File: src/rtl/tis_pkg.sv
// Package: register map, field positions and carrier types of the timer input select block
package tis_pkg;

   // Register map (byte address within the block)
   localparam logic [15:0] TIS_OPT_OFFSET = 16'h100c;
   localparam int TIS_ADDR_W = 16;

   // Field positions
   localparam int TIS_T2_CLK_BIT = 26;
   localparam int TIS_T1_CLK_BIT = 25;
   localparam int TIS_T0_CLK_BIT = 24;
   localparam int TIS_T2_CAP_BIT = 20;
   localparam int TIS_T1_CAP_BIT = 18;

   // Writable bits and reset value
   localparam logic [31:0] TIS_OPT_WMASK = 32'h0714_0000;
   localparam logic [31:0] TIS_OPT_RESET = 32'h0000_0000;

   // Clock pin choice and capture source choice
   typedef enum logic {
      TIS_CLK_PIN_A = 1'b0,
      TIS_CLK_PIN_B = 1'b1
   } tis_clk_pin_t;

   typedef enum logic {
      TIS_CAP_PIN = 1'b0,
      TIS_CAP_CMP = 1'b1
   } tis_cap_src_t;

   // Raw signals offered to the timers
   typedef struct packed {
      logic timer_ext_clock_input_a;
      logic timer_ext_clock_input_b;
      logic analog_comparator0_output;
      logic timer1_channel0_pin_signal;
      logic timer2_channel0_pin_signal;
   } tis_src_t;

   // Routed signals that feed the timers
   typedef struct packed {
      logic timer0_ext_clock;
      logic timer1_ext_clock;
      logic timer2_ext_clock;
      logic timer1_ch0_capture_in;
      logic timer2_ch0_capture_in;
   } tis_route_t;

endpackage : tis_pkg

File: src/rtl/tis_sel2.sv
// Module: registered two-way selector for one routed timer input
`timescale 1ns/10ps
module tis_sel2 (
   // Clock and reset
   input wire logic pclk,
   input wire logic presetn,
   // Select and sources
   input wire logic sel,
   input wire logic in0,
   input wire logic in1,
   // Routed output
   output logic out_q
);
   logic out_d;

   always_comb begin
      out_d = sel ? in1 : in0;
   end

   always_ff @(posedge pclk or negedge presetn) begin
      if (!presetn) begin
         out_q <= 1'b0;
      end else begin
         out_q <= out_d;
      end
   end
endmodule : tis_sel2

File: src/rtl/tis_top.sv
// Module: timer input select option register with APB slave and signal routing
// Notes on behaviour
// - Bit 26 picks timer 2 clock pin
// - Bit 25 picks timer 1 clock pin
// - Bit 24 picks timer 0 clock pin
// - Bit 20 picks timer 2 capture source
// - Bit 18 picks timer 1 capture source
// - Reserved bits read zero, not writable
//
// Chosen here: register access over APB.
`timescale 1ns/10ps
module tis_top
   import tis_pkg::*;
(
   // Clock and reset
   input wire logic pclk,
   input wire logic presetn,
   // APB slave
   input wire logic psel,
   input wire logic penable,
   input wire logic pwrite,
   input wire logic [TIS_ADDR_W-1:0] paddr,
   input wire logic [31:0] pwdata,
   input wire logic [3:0] pstrb,
   output logic [31:0] prdata,
   output logic pready,
   output logic pslverr,
   // Raw sources
   input wire tis_src_t src,
   // Static selects
   output logic timer2_ext_clock_pin_select,
   output logic timer1_ext_clock_pin_select,
   output logic timer0_ext_clock_pin_select,
   output logic timer2_ch0_capture_source,
   output logic timer1_ch0_capture_source,
   // Routed timer inputs
   output tis_route_t route
);

   ////////////////////////////////////////////////////////////////////////////
   // Option register
   logic [31:0] opt_q;
   logic [31:0] opt_d;
   logic [31:0] prdata_d;
   logic pslverr_d;
   logic hit;
   logic setup;
   logic [31:0] bmask;
   logic wr_en;

   assign setup = psel && !penable;
   assign hit = (paddr == TIS_OPT_OFFSET);
   // Write lands at the edge that ends the access phase
   assign wr_en = psel && penable && pready && pwrite && hit;

   always_comb begin
      bmask = {{8{pstrb[3]}}, {8{pstrb[2]}}, {8{pstrb[1]}}, {8{pstrb[0]}}};
      opt_d = opt_q;
      if (wr_en) begin
         // Only select bits take writes
         opt_d = (opt_q & ~(TIS_OPT_WMASK & bmask))
               | (pwdata & TIS_OPT_WMASK & bmask);
      end
   end

   always_ff @(posedge pclk or negedge presetn) begin
      if (!presetn) begin
         opt_q <= TIS_OPT_RESET;
      end else begin
         opt_q <= opt_d;
      end
   end

   ////////////////////////////////////////////////////////////////////////////
   // APB answer: no wait state, read data registered
   logic pready_d;

   always_comb begin
      pready_d = setup;
      prdata_d = 32'h0000_0000;
      pslverr_d = 1'b0;
      if (setup) begin
         if (hit && !pwrite) begin
            prdata_d = opt_q & TIS_OPT_WMASK;
         end
         pslverr_d = !hit;
      end
   end

   always_ff @(posedge pclk or negedge presetn) begin
      if (!presetn) begin
         pready <= 1'b0;
         prdata <= 32'h0000_0000;
         pslverr <= 1'b0;
      end else begin
         pready <= pready_d;
         prdata <= prdata_d;
         pslverr <= pslverr_d;
      end
   end

   ////////////////////////////////////////////////////////////////////////////
   // Select outputs
   logic t2_clk_sel_d;
   logic t1_clk_sel_d;
   logic t0_clk_sel_d;
   logic t2_cap_src_d;
   logic t1_cap_src_d;

   always_comb begin
      t2_clk_sel_d = opt_q[TIS_T2_CLK_BIT];
      t1_clk_sel_d = opt_q[TIS_T1_CLK_BIT];
      t0_clk_sel_d = opt_q[TIS_T0_CLK_BIT];
      t2_cap_src_d = opt_q[TIS_T2_CAP_BIT];
      t1_cap_src_d = opt_q[TIS_T1_CAP_BIT];
   end

   always_ff @(posedge pclk or negedge presetn) begin
      if (!presetn) begin
         timer2_ext_clock_pin_select <= 1'b0;
         timer1_ext_clock_pin_select <= 1'b0;
         timer0_ext_clock_pin_select <= 1'b0;
         timer2_ch0_capture_source <= 1'b0;
         timer1_ch0_capture_source <= 1'b0;
      end else begin
         timer2_ext_clock_pin_select <= t2_clk_sel_d;
         timer1_ext_clock_pin_select <= t1_clk_sel_d;
         timer0_ext_clock_pin_select <= t0_clk_sel_d;
         timer2_ch0_capture_source <= t2_cap_src_d;
         timer1_ch0_capture_source <= t1_cap_src_d;
      end
   end

   ////////////////////////////////////////////////////////////////////////////
   // Routing of timer inputs
   logic t0_clk_q;
   logic t1_clk_q;
   logic t2_clk_q;
   logic t1_cap_q;
   logic t2_cap_q;

   tis_sel2 u_t2_clk (
      .pclk(pclk),
      .presetn(presetn),
      .sel(opt_q[TIS_T2_CLK_BIT]),
      .in0(src.timer_ext_clock_input_a),
      .in1(src.timer_ext_clock_input_b),
      .out_q(t2_clk_q)
   );
   tis_sel2 u_t1_clk (
      .pclk(pclk),
      .presetn(presetn),
      .sel(opt_q[TIS_T1_CLK_BIT]),
      .in0(src.timer_ext_clock_input_a),
      .in1(src.timer_ext_clock_input_b),
      .out_q(t1_clk_q)
   );
   tis_sel2 u_t0_clk (
      .pclk(pclk),
      .presetn(presetn),
      .sel(opt_q[TIS_T0_CLK_BIT]),
      .in0(src.timer_ext_clock_input_a),
      .in1(src.timer_ext_clock_input_b),
      .out_q(t0_clk_q)
   );
   tis_sel2 u_t2_cap (
      .pclk(pclk),
      .presetn(presetn),
      .sel(opt_q[TIS_T2_CAP_BIT]),
      .in0(src.timer2_channel0_pin_signal),
      .in1(src.analog_comparator0_output),
      .out_q(t2_cap_q)
   );
   tis_sel2 u_t1_cap (
      .pclk(pclk),
      .presetn(presetn),
      .sel(opt_q[TIS_T1_CAP_BIT]),
      .in0(src.timer1_channel0_pin_signal),
      .in1(src.analog_comparator0_output),
      .out_q(t1_cap_q)
   );

   // One driver for the whole carrier
   assign route = '{
      timer0_ext_clock: t0_clk_q,
      timer1_ext_clock: t1_clk_q,
      timer2_ext_clock: t2_clk_q,
      timer1_ch0_capture_in: t1_cap_q,
      timer2_ch0_capture_in: t2_cap_q
   };

endmodule : tis_top

File: config.mk
export PLATFORM = sky130hd
export DESIGN_NAME = tis_top
export DESIGN_NICKNAME = d
export VERILOG_FILES = /design/src/rtl/tis_pkg.sv /design/src/rtl/tis_sel2.sv /design/src/rtl/tis_top.sv
export SDC_FILE = /design/constraint.sdc
export NUM_CORES = 1
export LEC_CHECK = 0
export BUFFER_PORTS_ARGS = -buffer_cell sky130_fd_sc_hd__buf_4
export CAP_MARGIN = 0
export CORE_UTILIZATION = 36
export CTS_CLUSTER_SIZE = 24
export DETAILED_ROUTE_END_ITERATION = 16
export PLACE_DENSITY = 0.89
export SLEW_MARGIN = 25
export SYNTH_ARGS = -nofsm -noshare
export SYNTH_HDL_FRONTEND = slang
export SYNTH_SLANG_ARGS = --single-unit
File: constraint.sdc
create_clock -name pclk -period 1.38 [get_ports pclk]
set_input_delay 0.414 -clock pclk [delete_from_list [all_inputs] [get_ports pclk]]
set_output_delay 0.414 -clock pclk [all_outputs]
set_load 0.05 [all_outputs]
==> run_summary.xml, run 1 <==
<?xml version="1.0" encoding="UTF-8"?>
<metrics>
  <group name="synth">
    <metric name="yosys-top-cells-area" unit="">sky130_fd_sc_hd__dfrtp_1 49%, sky130_fd_sc_hd__buf_4 22%, sky130_fd_sc_hd__nor4b_4 6.4%</metric>
    <metric name="number_of_synthesized_register_bits" unit="">22</metric>
    <metric name="yosysTopAreaCell" unit="">sky130_fd_sc_hd__dfrtp_1</metric>
    <metric name="yosysTopAreaCellShare" unit="%">49.3</metric>
    <metric name="syn_inst" unit="">83</metric>
    <metric name="yosys_warnings" unit="">0</metric>
    <metric name="syn_area" unit="sq um">1120</metric>
    <metric name="seq_area_frac_synth" unit="%">49.3</metric>
    <metric name="synth.lib_cells_used.distinct" unit="">15</metric>
    <metric name="synthesis.area_per_instance" unit="sq um">13.5</metric>
  </group>
  <group name="cts">
    <metric name="clk_transition_reported_paths" unit="ps">110</metric>
    <metric name="number_of_clock_buffers_inserted_by_tritoncts" unit="">3</metric>
    <metric name="clock_tree_from_tritoncts" unit="">built</metric>
    <metric name="cts.sinks" unit="">22</metric>
    <metric name="cts.htree.levels" unit="">1</metric>
    <metric name="clkLatencyLatePin" unit="ps">290</metric>
    <metric name="cts_max_path_buffers" unit="">2</metric>
    <metric name="root_buffer" unit="">sky130_fd_sc_hd__clkbuf_4</metric>
  </group>
  <group name="sta">
    <metric name="final_min_period_over_clock_period" unit="%">97.9</metric>
    <metric name="report.final.setup_viol" unit="">0</metric>
    <metric name="achievable-frequency" unit="MHz">740</metric>
    <metric name="skew" unit="ps">6.36</metric>
    <metric name="final.min_clock_period" unit="ps">1350</metric>
    <metric name="rsz0062_at_grt" unit="">true</metric>
    <metric name="final-hold-violation-count" unit="">0</metric>
    <metric name="worst_slack" unit="ps">29.3</metric>
    <metric name="drv_slew" unit="">0</metric>
    <metric name="setup_total_negative_slack" unit="ps">0</metric>
  </group>
  <group name="worst_setup_path">
    <metric name="worstSetupEndpointType" unit="">flip-flop</metric>
    <metric name="crit_type" unit="">input port to flip-flop</metric>
    <metric name="arr_time_crit_path" unit="ps">1530</metric>
    <metric name="timing.reg2reg.worst_path_depth" unit="">4</metric>
    <metric name="critical_path_peak_fanout" unit="">4</metric>
    <metric name="cp_data_required_time" unit="ps">1560</metric>
    <metric name="reg2reg_setup_slack" unit="ps">120</metric>
    <metric name="regToRegStartpoint" unit="">pready</metric>
    <metric name="setup.worst_path.start_class" unit="">input port</metric>
  </group>
  <group name="layout">
    <metric name="n_fill_cell" unit="">246</metric>
    <metric name="final_design_area_no_fill" unit="sq um">1480</metric>
    <metric name="num-nets-final" unit="">195</metric>
    <metric name="layout-area-overhead-vs-synth" unit="%">32.4</metric>
    <metric name="diodes" unit="">0</metric>
    <metric name="drive_gt1_share" unit="%">55.3</metric>
  </group>
  <group name="power_and_ir_drop">
    <metric name="leakage" unit="nW">0.780</metric>
    <metric name="vdd_drop_max" unit="mV">0.295</metric>
    <metric name="p_per_area" unit="nW/um^2">898</metric>
    <metric name="design_power_total" unit="W">0.00133</metric>
  </group>
  <group name="drt">
    <metric name="antenna_left" unit="">0</metric>
    <metric name="top_signal_layer_used" unit="">met4</metric>
    <metric name="vias" unit="">692</metric>
    <metric name="route.layer.met1.wl" unit="um">650</metric>
    <metric name="detailedRoute.firstPassIterationCount" unit="">11</metric>
    <metric name="avgViaCountPerCell" unit="">4.25</metric>
    <metric name="remaining_drc_errors" unit="">4</metric>
    <metric name="post_drt_wl_per_cell" unit="um">11.3</metric>
    <metric name="route.met3.wl" unit="um">190</metric>
    <metric name="drt_iter0_drcs" unit="">21</metric>
    <metric name="met2WireLength" unit="um">946</metric>
    <metric name="route.final.wire_length" unit="um">1850</metric>
  </group>
  <group name="global_route">
    <metric name="antenna_found_initial" unit="">0</metric>
    <metric name="gr-total-overflow" unit="">0</metric>
    <metric name="global_route.usage.total" unit="%">11.4</metric>
    <metric name="grt_pass1_vias" unit="">668</metric>
    <metric name="wire_length_of_the_first_global_routing_pass" unit="um">2890</metric>
    <metric name="largest_net_degree_at_the_start_of_global_routing" unit="">23</metric>
  </group>
  <group name="min_path">
    <metric name="timing.hold.worst_endpoint" unit="">pready</metric>
    <metric name="min_path_type" unit="">input port to flip-flop</metric>
    <metric name="hp-start" unit="">penable</metric>
    <metric name="holdPathStages" unit="">2</metric>
  </group>
  <group name="die">
    <metric name="floorplan.die_area" unit="sq um">3330</metric>
    <metric name="placement_rows" unit="">19</metric>
    <metric name="die_w" unit="um">57.7</metric>
    <metric name="core_area" unit="sq um">2850</metric>
    <metric name="initial_cell_density_of_the_core" unit="%">39.2</metric>
    <metric name="die_h" unit="um">57.7</metric>
    <metric name="boundary_pins" unit="">106</metric>
  </group>
  <group name="placed_design">
    <metric name="gp_congestion" unit="">0.733</metric>
    <metric name="place_worst_setup_slack" unit="ps">-337</metric>
    <metric name="placed_area" unit="sq um">1400</metric>
    <metric name="dp.final_hpwl" unit="um">1540</metric>
    <metric name="io_buffers" unit="">49</metric>
  </group>
  <group name="status">
    <metric name="run_status" unit="">finished, violations left</metric>
    <metric name="failed_checks" unit="">design-rule violations</metric>
  </group>
  <group name="flow_run">
    <metric name="maxCapViolCount" unit="">0</metric>
  </group>
</metrics>
## critical path: stages
cell and delay [ps]:
sky130_fd_sc_hd__buf_4 120, sky130_fd_sc_hd__nor4_4 290, sky130_fd_sc_hd__nand4_4 200, sky130_fd_sc_hd__nor2_4 190
sky130_fd_sc_hd__mux2_4 310
## cell families after synthesis
| family | Yosys count | share of synthesized area (%) |
|---|---|---|
| AND/OR/NAND/NOR | 18 | 18.8 |
| buffers and inverters | 32 | 21.5 |
| multiplexers | 10 | 10.1 |
| flip-flops | 22 | 49.3 |
| other | 1 | 0.336 |
## through the flow
step           utilization, %  instances  hold WS (ps)
2_1_floorplan               -        109           118
3_3_place_gp             49.2        158           299
4_1_cts                  51.8        163           273
6_report                 51.8        163           281
3_5_place_dp             49.2        158           311
5_1_grt                  51.8        163           261
## layout make-up
class	instances	area [sq um]	share of cell area, %
Clock buffer	4	36.3	2.45
Multi-Input combinational cell	55	448	30.3
Sequential cell	22	552	37.3
Tap cell	31	38.8	2.62
Timing Repair Buffer	51	404	27.3
## repair_timing
item / CTS / global route
gates resized for setup: 8 / 0
hold buffers: 1 / 0
pin swaps: 6 / 3
hold endpoints to repair: 22 / 0
setup buffers: 0 / 0
endpoints found under the setup margin: 3 / 3
## cells in the final DEF (no fill, tap or decap), drive strengths merged
cell / instances
and2: 6
and4: 1
buf: 50
clkbuf: 4
conb: 27
dfrtp: 22
dlygate4sd3: 1
mux2: 10
nand2: 2
nand4: 1
nor2: 2
nor2b: 1
nor3b: 1
nor4: 1
nor4b: 3
## layer usage
layer	track usage [%]	vias up
met3	1.56	6
met5	0	-
met1	12.5	310
met4	6.12	0
li1	-	315
met2	21.1	61
## Yosys cell counts
cell type                 count
sky130_fd_sc_hd__buf_4       32
sky130_fd_sc_hd__dfrtp_1     22
sky130_fd_sc_hd__and2_1       6
sky130_fd_sc_hd__mux2_1       5
sky130_fd_sc_hd__mux2_2       5
sky130_fd_sc_hd__nor4b_4      3
sky130_fd_sc_hd__nand2_1      2
sky130_fd_sc_hd__and4_1       1
sky130_fd_sc_hd__conb_1       1
sky130_fd_sc_hd__nand4_4      1
sky130_fd_sc_hd__nor2_2       1
sky130_fd_sc_hd__nor2_4       1
sky130_fd_sc_hd__nor2b_1      1
sky130_fd_sc_hd__nor3b_4      1
sky130_fd_sc_hd__nor4_4       1
## how the worst max path moves through the flow
stage / start / endpoint / slack, ps / depth (start not counted)
after CTS: paddr[6] / flip-flop / -6 / 5
final: paddr[8] / flip-flop / 30 / 5
after detailed placement: paddr[1] / flip-flop / -340 / 5
after floorplan: paddr[5] / flip-flop / -100 / 4
after global placement: paddr[1] / flip-flop / -300 / 5
after global routing: paddr[0] / flip-flop / -30 / 5
## power breakdown
group	internal [W]	switching [W]
Clock	0.000161	0.000167
Sequential	0.000655	0.00000320
Combinational	0.0000965	0.000246
Note: power is estimated with default switching activity, not from simulation.
==> run 2, diff against run 1 <==
RECOVER_POWER = 50   (was not set)
==> run_summary.xml, run 2 (synthesis results as in run 1) <==
<?xml version="1.0" encoding="UTF-8"?>
<metrics>
  <group name="sta">
    <metric name="rsz0062_at_grt" unit="">true</metric>
    <metric name="final_min_period_over_clock_period" unit="%">97.9</metric>
    <metric name="worst_slew_pin_slew" unit="ps">513</metric>
    <metric name="final-hold-violation-count" unit="">0</metric>
    <metric name="max_slew_margin" unit="%">65.8</metric>
    <metric name="skew" unit="ps">6.36</metric>
    <metric name="achievable-frequency" unit="MHz">740</metric>
    <metric name="report.final.setup_viol" unit="">0</metric>
    <metric name="final.min_clock_period" unit="ps">1350</metric>
    <metric name="drv_slew" unit="">0</metric>
    <metric name="timing.hold.ws" unit="ps">305</metric>
  </group>
  <group name="min_path">
    <metric name="hp-start" unit="">penable</metric>
    <metric name="min_path_type" unit="">input port to flip-flop</metric>
  </group>
  <group name="cts">
    <metric name="post_cts.repair.setup_buffers" unit="">0</metric>
    <metric name="number_of_clock_buffers_inserted_by_tritoncts" unit="">3</metric>
    <metric name="cts_max_path_buffers" unit="">2</metric>
    <metric name="clkLatencyLatePin" unit="ps">290</metric>
    <metric name="clock_tree_from_tritoncts" unit="">built</metric>
    <metric name="cts.sinks" unit="">22</metric>
    <metric name="clk_transition_reported_paths" unit="ps">110</metric>
    <metric name="root_buffer" unit="">sky130_fd_sc_hd__clkbuf_4</metric>
    <metric name="cts.htree.levels" unit="">1</metric>
  </group>
  <group name="drt">
    <metric name="remaining_drc_errors" unit="">4</metric>
    <metric name="antenna_left" unit="">0</metric>
    <metric name="avgViaCountPerCell" unit="">4.25</metric>
    <metric name="detailedRoute.firstPassIterationCount" unit="">11</metric>
    <metric name="drt_iter0_drcs" unit="">21</metric>
    <metric name="post_drt_wl_per_cell" unit="um">11.3</metric>
    <metric name="vias" unit="">693</metric>
    <metric name="route.final.wire_length" unit="um">1850</metric>
  </group>
  <group name="power_and_ir_drop">
    <metric name="comb_power_share" unit="%">25.7</metric>
    <metric name="p_per_area" unit="nW/um^2">899</metric>
    <metric name="seqPwrFrac" unit="%">49.6</metric>
    <metric name="power.internal" unit="W">0.000911</metric>
    <metric name="vdd_drop_max" unit="mV">0.295</metric>
    <metric name="p_clk_share" unit="%">24.7</metric>
    <metric name="sw_share" unit="%">31.4</metric>
    <metric name="design_power_total" unit="W">0.00133</metric>
    <metric name="switching_power" unit="W">0.000417</metric>
    <metric name="leakage" unit="nW">0.779</metric>
  </group>
  <group name="layout">
    <metric name="diodes" unit="">0</metric>
    <metric name="mostFrequentLayoutCell" unit="">sky130_fd_sc_hd__buf_4</metric>
    <metric name="layout-area-overhead-vs-synth" unit="%">32.1</metric>
    <metric name="drive_gt1_share" unit="%">55.3</metric>
    <metric name="layout.cells.most_common_list" unit="">43 x sky130_fd_sc_hd__buf_4, 27 x sky130_fd_sc_hd__conb_1, 21 x sky130_fd_sc_hd__dfrtp_1</metric>
    <metric name="num-nets-final" unit="">195</metric>
  </group>
  <group name="global_route">
    <metric name="wire_length_of_the_first_global_routing_pass" unit="um">2890</metric>
    <metric name="antenna_found_initial" unit="">0</metric>
    <metric name="grt_pass1_vias" unit="">668</metric>
    <metric name="largest_net_degree_at_the_start_of_global_routing" unit="">23</metric>
    <metric name="global_route.usage.total" unit="%">11.4</metric>
    <metric name="gr-total-overflow" unit="">0</metric>
  </group>
  <group name="die">
    <metric name="boundary_pins" unit="">106</metric>
    <metric name="floorplan.die_area" unit="sq um">3330</metric>
    <metric name="placement_rows" unit="">19</metric>
    <metric name="die_h" unit="um">57.7</metric>
    <metric name="core_area" unit="sq um">2850</metric>
    <metric name="initial_cell_density_of_the_core" unit="%">39.2</metric>
    <metric name="die_w" unit="um">57.7</metric>
  </group>
  <group name="worst_setup_path">
    <metric name="reg2reg_setup_slack" unit="ps">120</metric>
    <metric name="crit_type" unit="">input port to flip-flop</metric>
    <metric name="arr_time_crit_path" unit="ps">1530</metric>
    <metric name="worst_setup_path_startpoint" unit="">paddr[8]</metric>
    <metric name="critical_path_peak_fanout" unit="">4</metric>
    <metric name="timing.reg2reg.worst_path_depth" unit="">4</metric>
    <metric name="setup.worst_path.start_class" unit="">input port</metric>
    <metric name="regToRegStartpoint" unit="">pready</metric>
    <metric name="cp_data_required_time" unit="ps">1560</metric>
    <metric name="worstSetupEndpointType" unit="">flip-flop</metric>
  </group>
  <group name="status">
    <metric name="run_status" unit="">finished, violations left</metric>
    <metric name="failed_checks" unit="">design-rule violations</metric>
  </group>
  <group name="flow_run">
    <metric name="maxCapViolCount" unit="">0</metric>
  </group>
  <group name="placed_design">
    <metric name="io_buffers" unit="">49</metric>
    <metric name="dp.final_hpwl" unit="um">1540</metric>
    <metric name="gp_congestion" unit="">0.733</metric>
  </group>
</metrics>
## run 2: changes by cell type in the layout (fill, tap and decap cells not counted), sizes merged
| cell | delta |
|---|---|
| clkbuf | +2 |
| buf | -2 |
## run 2: worst min-delay path by stage
stage	end	slack, ps	cells after the start
after floorplan	asynchronous set/reset pin	120	0
after global placement	timer0_ext_clock_pin_select	300	1
after detailed placement	prdata[24]	310	1
after CTS	pready	270	2
after global routing	pready	290	2
final	pready	300	2
## run 2: worst max-delay path, stage by stage
cell and delay, ps:
sky130_fd_sc_hd__buf_4 120, sky130_fd_sc_hd__nor4_4 290, sky130_fd_sc_hd__nand4_4 200, sky130_fd_sc_hd__nor2_4 190
sky130_fd_sc_hd__mux2_4 310
## run 2: final cells by class
class                           count  area [sq um]
Fill cell                         246          1380
Sequential cell                    22           552
Multi-Input combinational cell     55           448
Timing Repair Buffer               51           402
Tap cell                           31          38.8
Clock buffer                        4          36.3
## run 2: power groups by stage
| stage | Combinational [W] | Clock [W] | Sequential (W) |
|---|---|---|---|
| finish | 0.000342 | 0.000328 | 0.000658 |
| detailed placement | 0.000337 | 0 | 0.000671 |
| CTS | 0.000345 | 0.000339 | 0.000658 |
| floorplan | 0.000280 | 0 | 0.000681 |
| global route | 0.000358 | 0.000367 | 0.000659 |
| global placement | 0.000333 | 0 | 0.000670 |
## run 2: repair_timing
action                                  4_1_cts  5_1_grt
endpoints found under the setup margin        3        3
gates resized for setup                       8        0
pin swaps                                     6        3
endpoints found under the hold margin        22        0
hold buffers                                  1        0
## run 2: stage by stage
step                cells  setup slack (ps)  area (sq um)  setup TNS, ps  utilization, %
floorplan             109              -104          1230           -477               -
global placement      158              -301          1400          -2360            49.2
detailed placement    158              -337          1400          -2640            49.2
CTS                   163             -5.61          1480          -5.61            51.8
global route          163             -26.4          1480          -55.8            51.8
finish                163              29.3          1480              0            51.8
## run 2: routing by layer
metal | routed length, um | vias up | GRT usage [%] | part of all wire [%]
li1 | - | 315 | - | -
met1 | 649 | 311 | 12.5 | 35
met2 | 945 | 61 | 21.1 | 51
met3 | 190 | 6 | 1.56 | 10
met4 | 60 | 0 | 6.12 | 3.3
met5 | 0 | - | 0 | 0
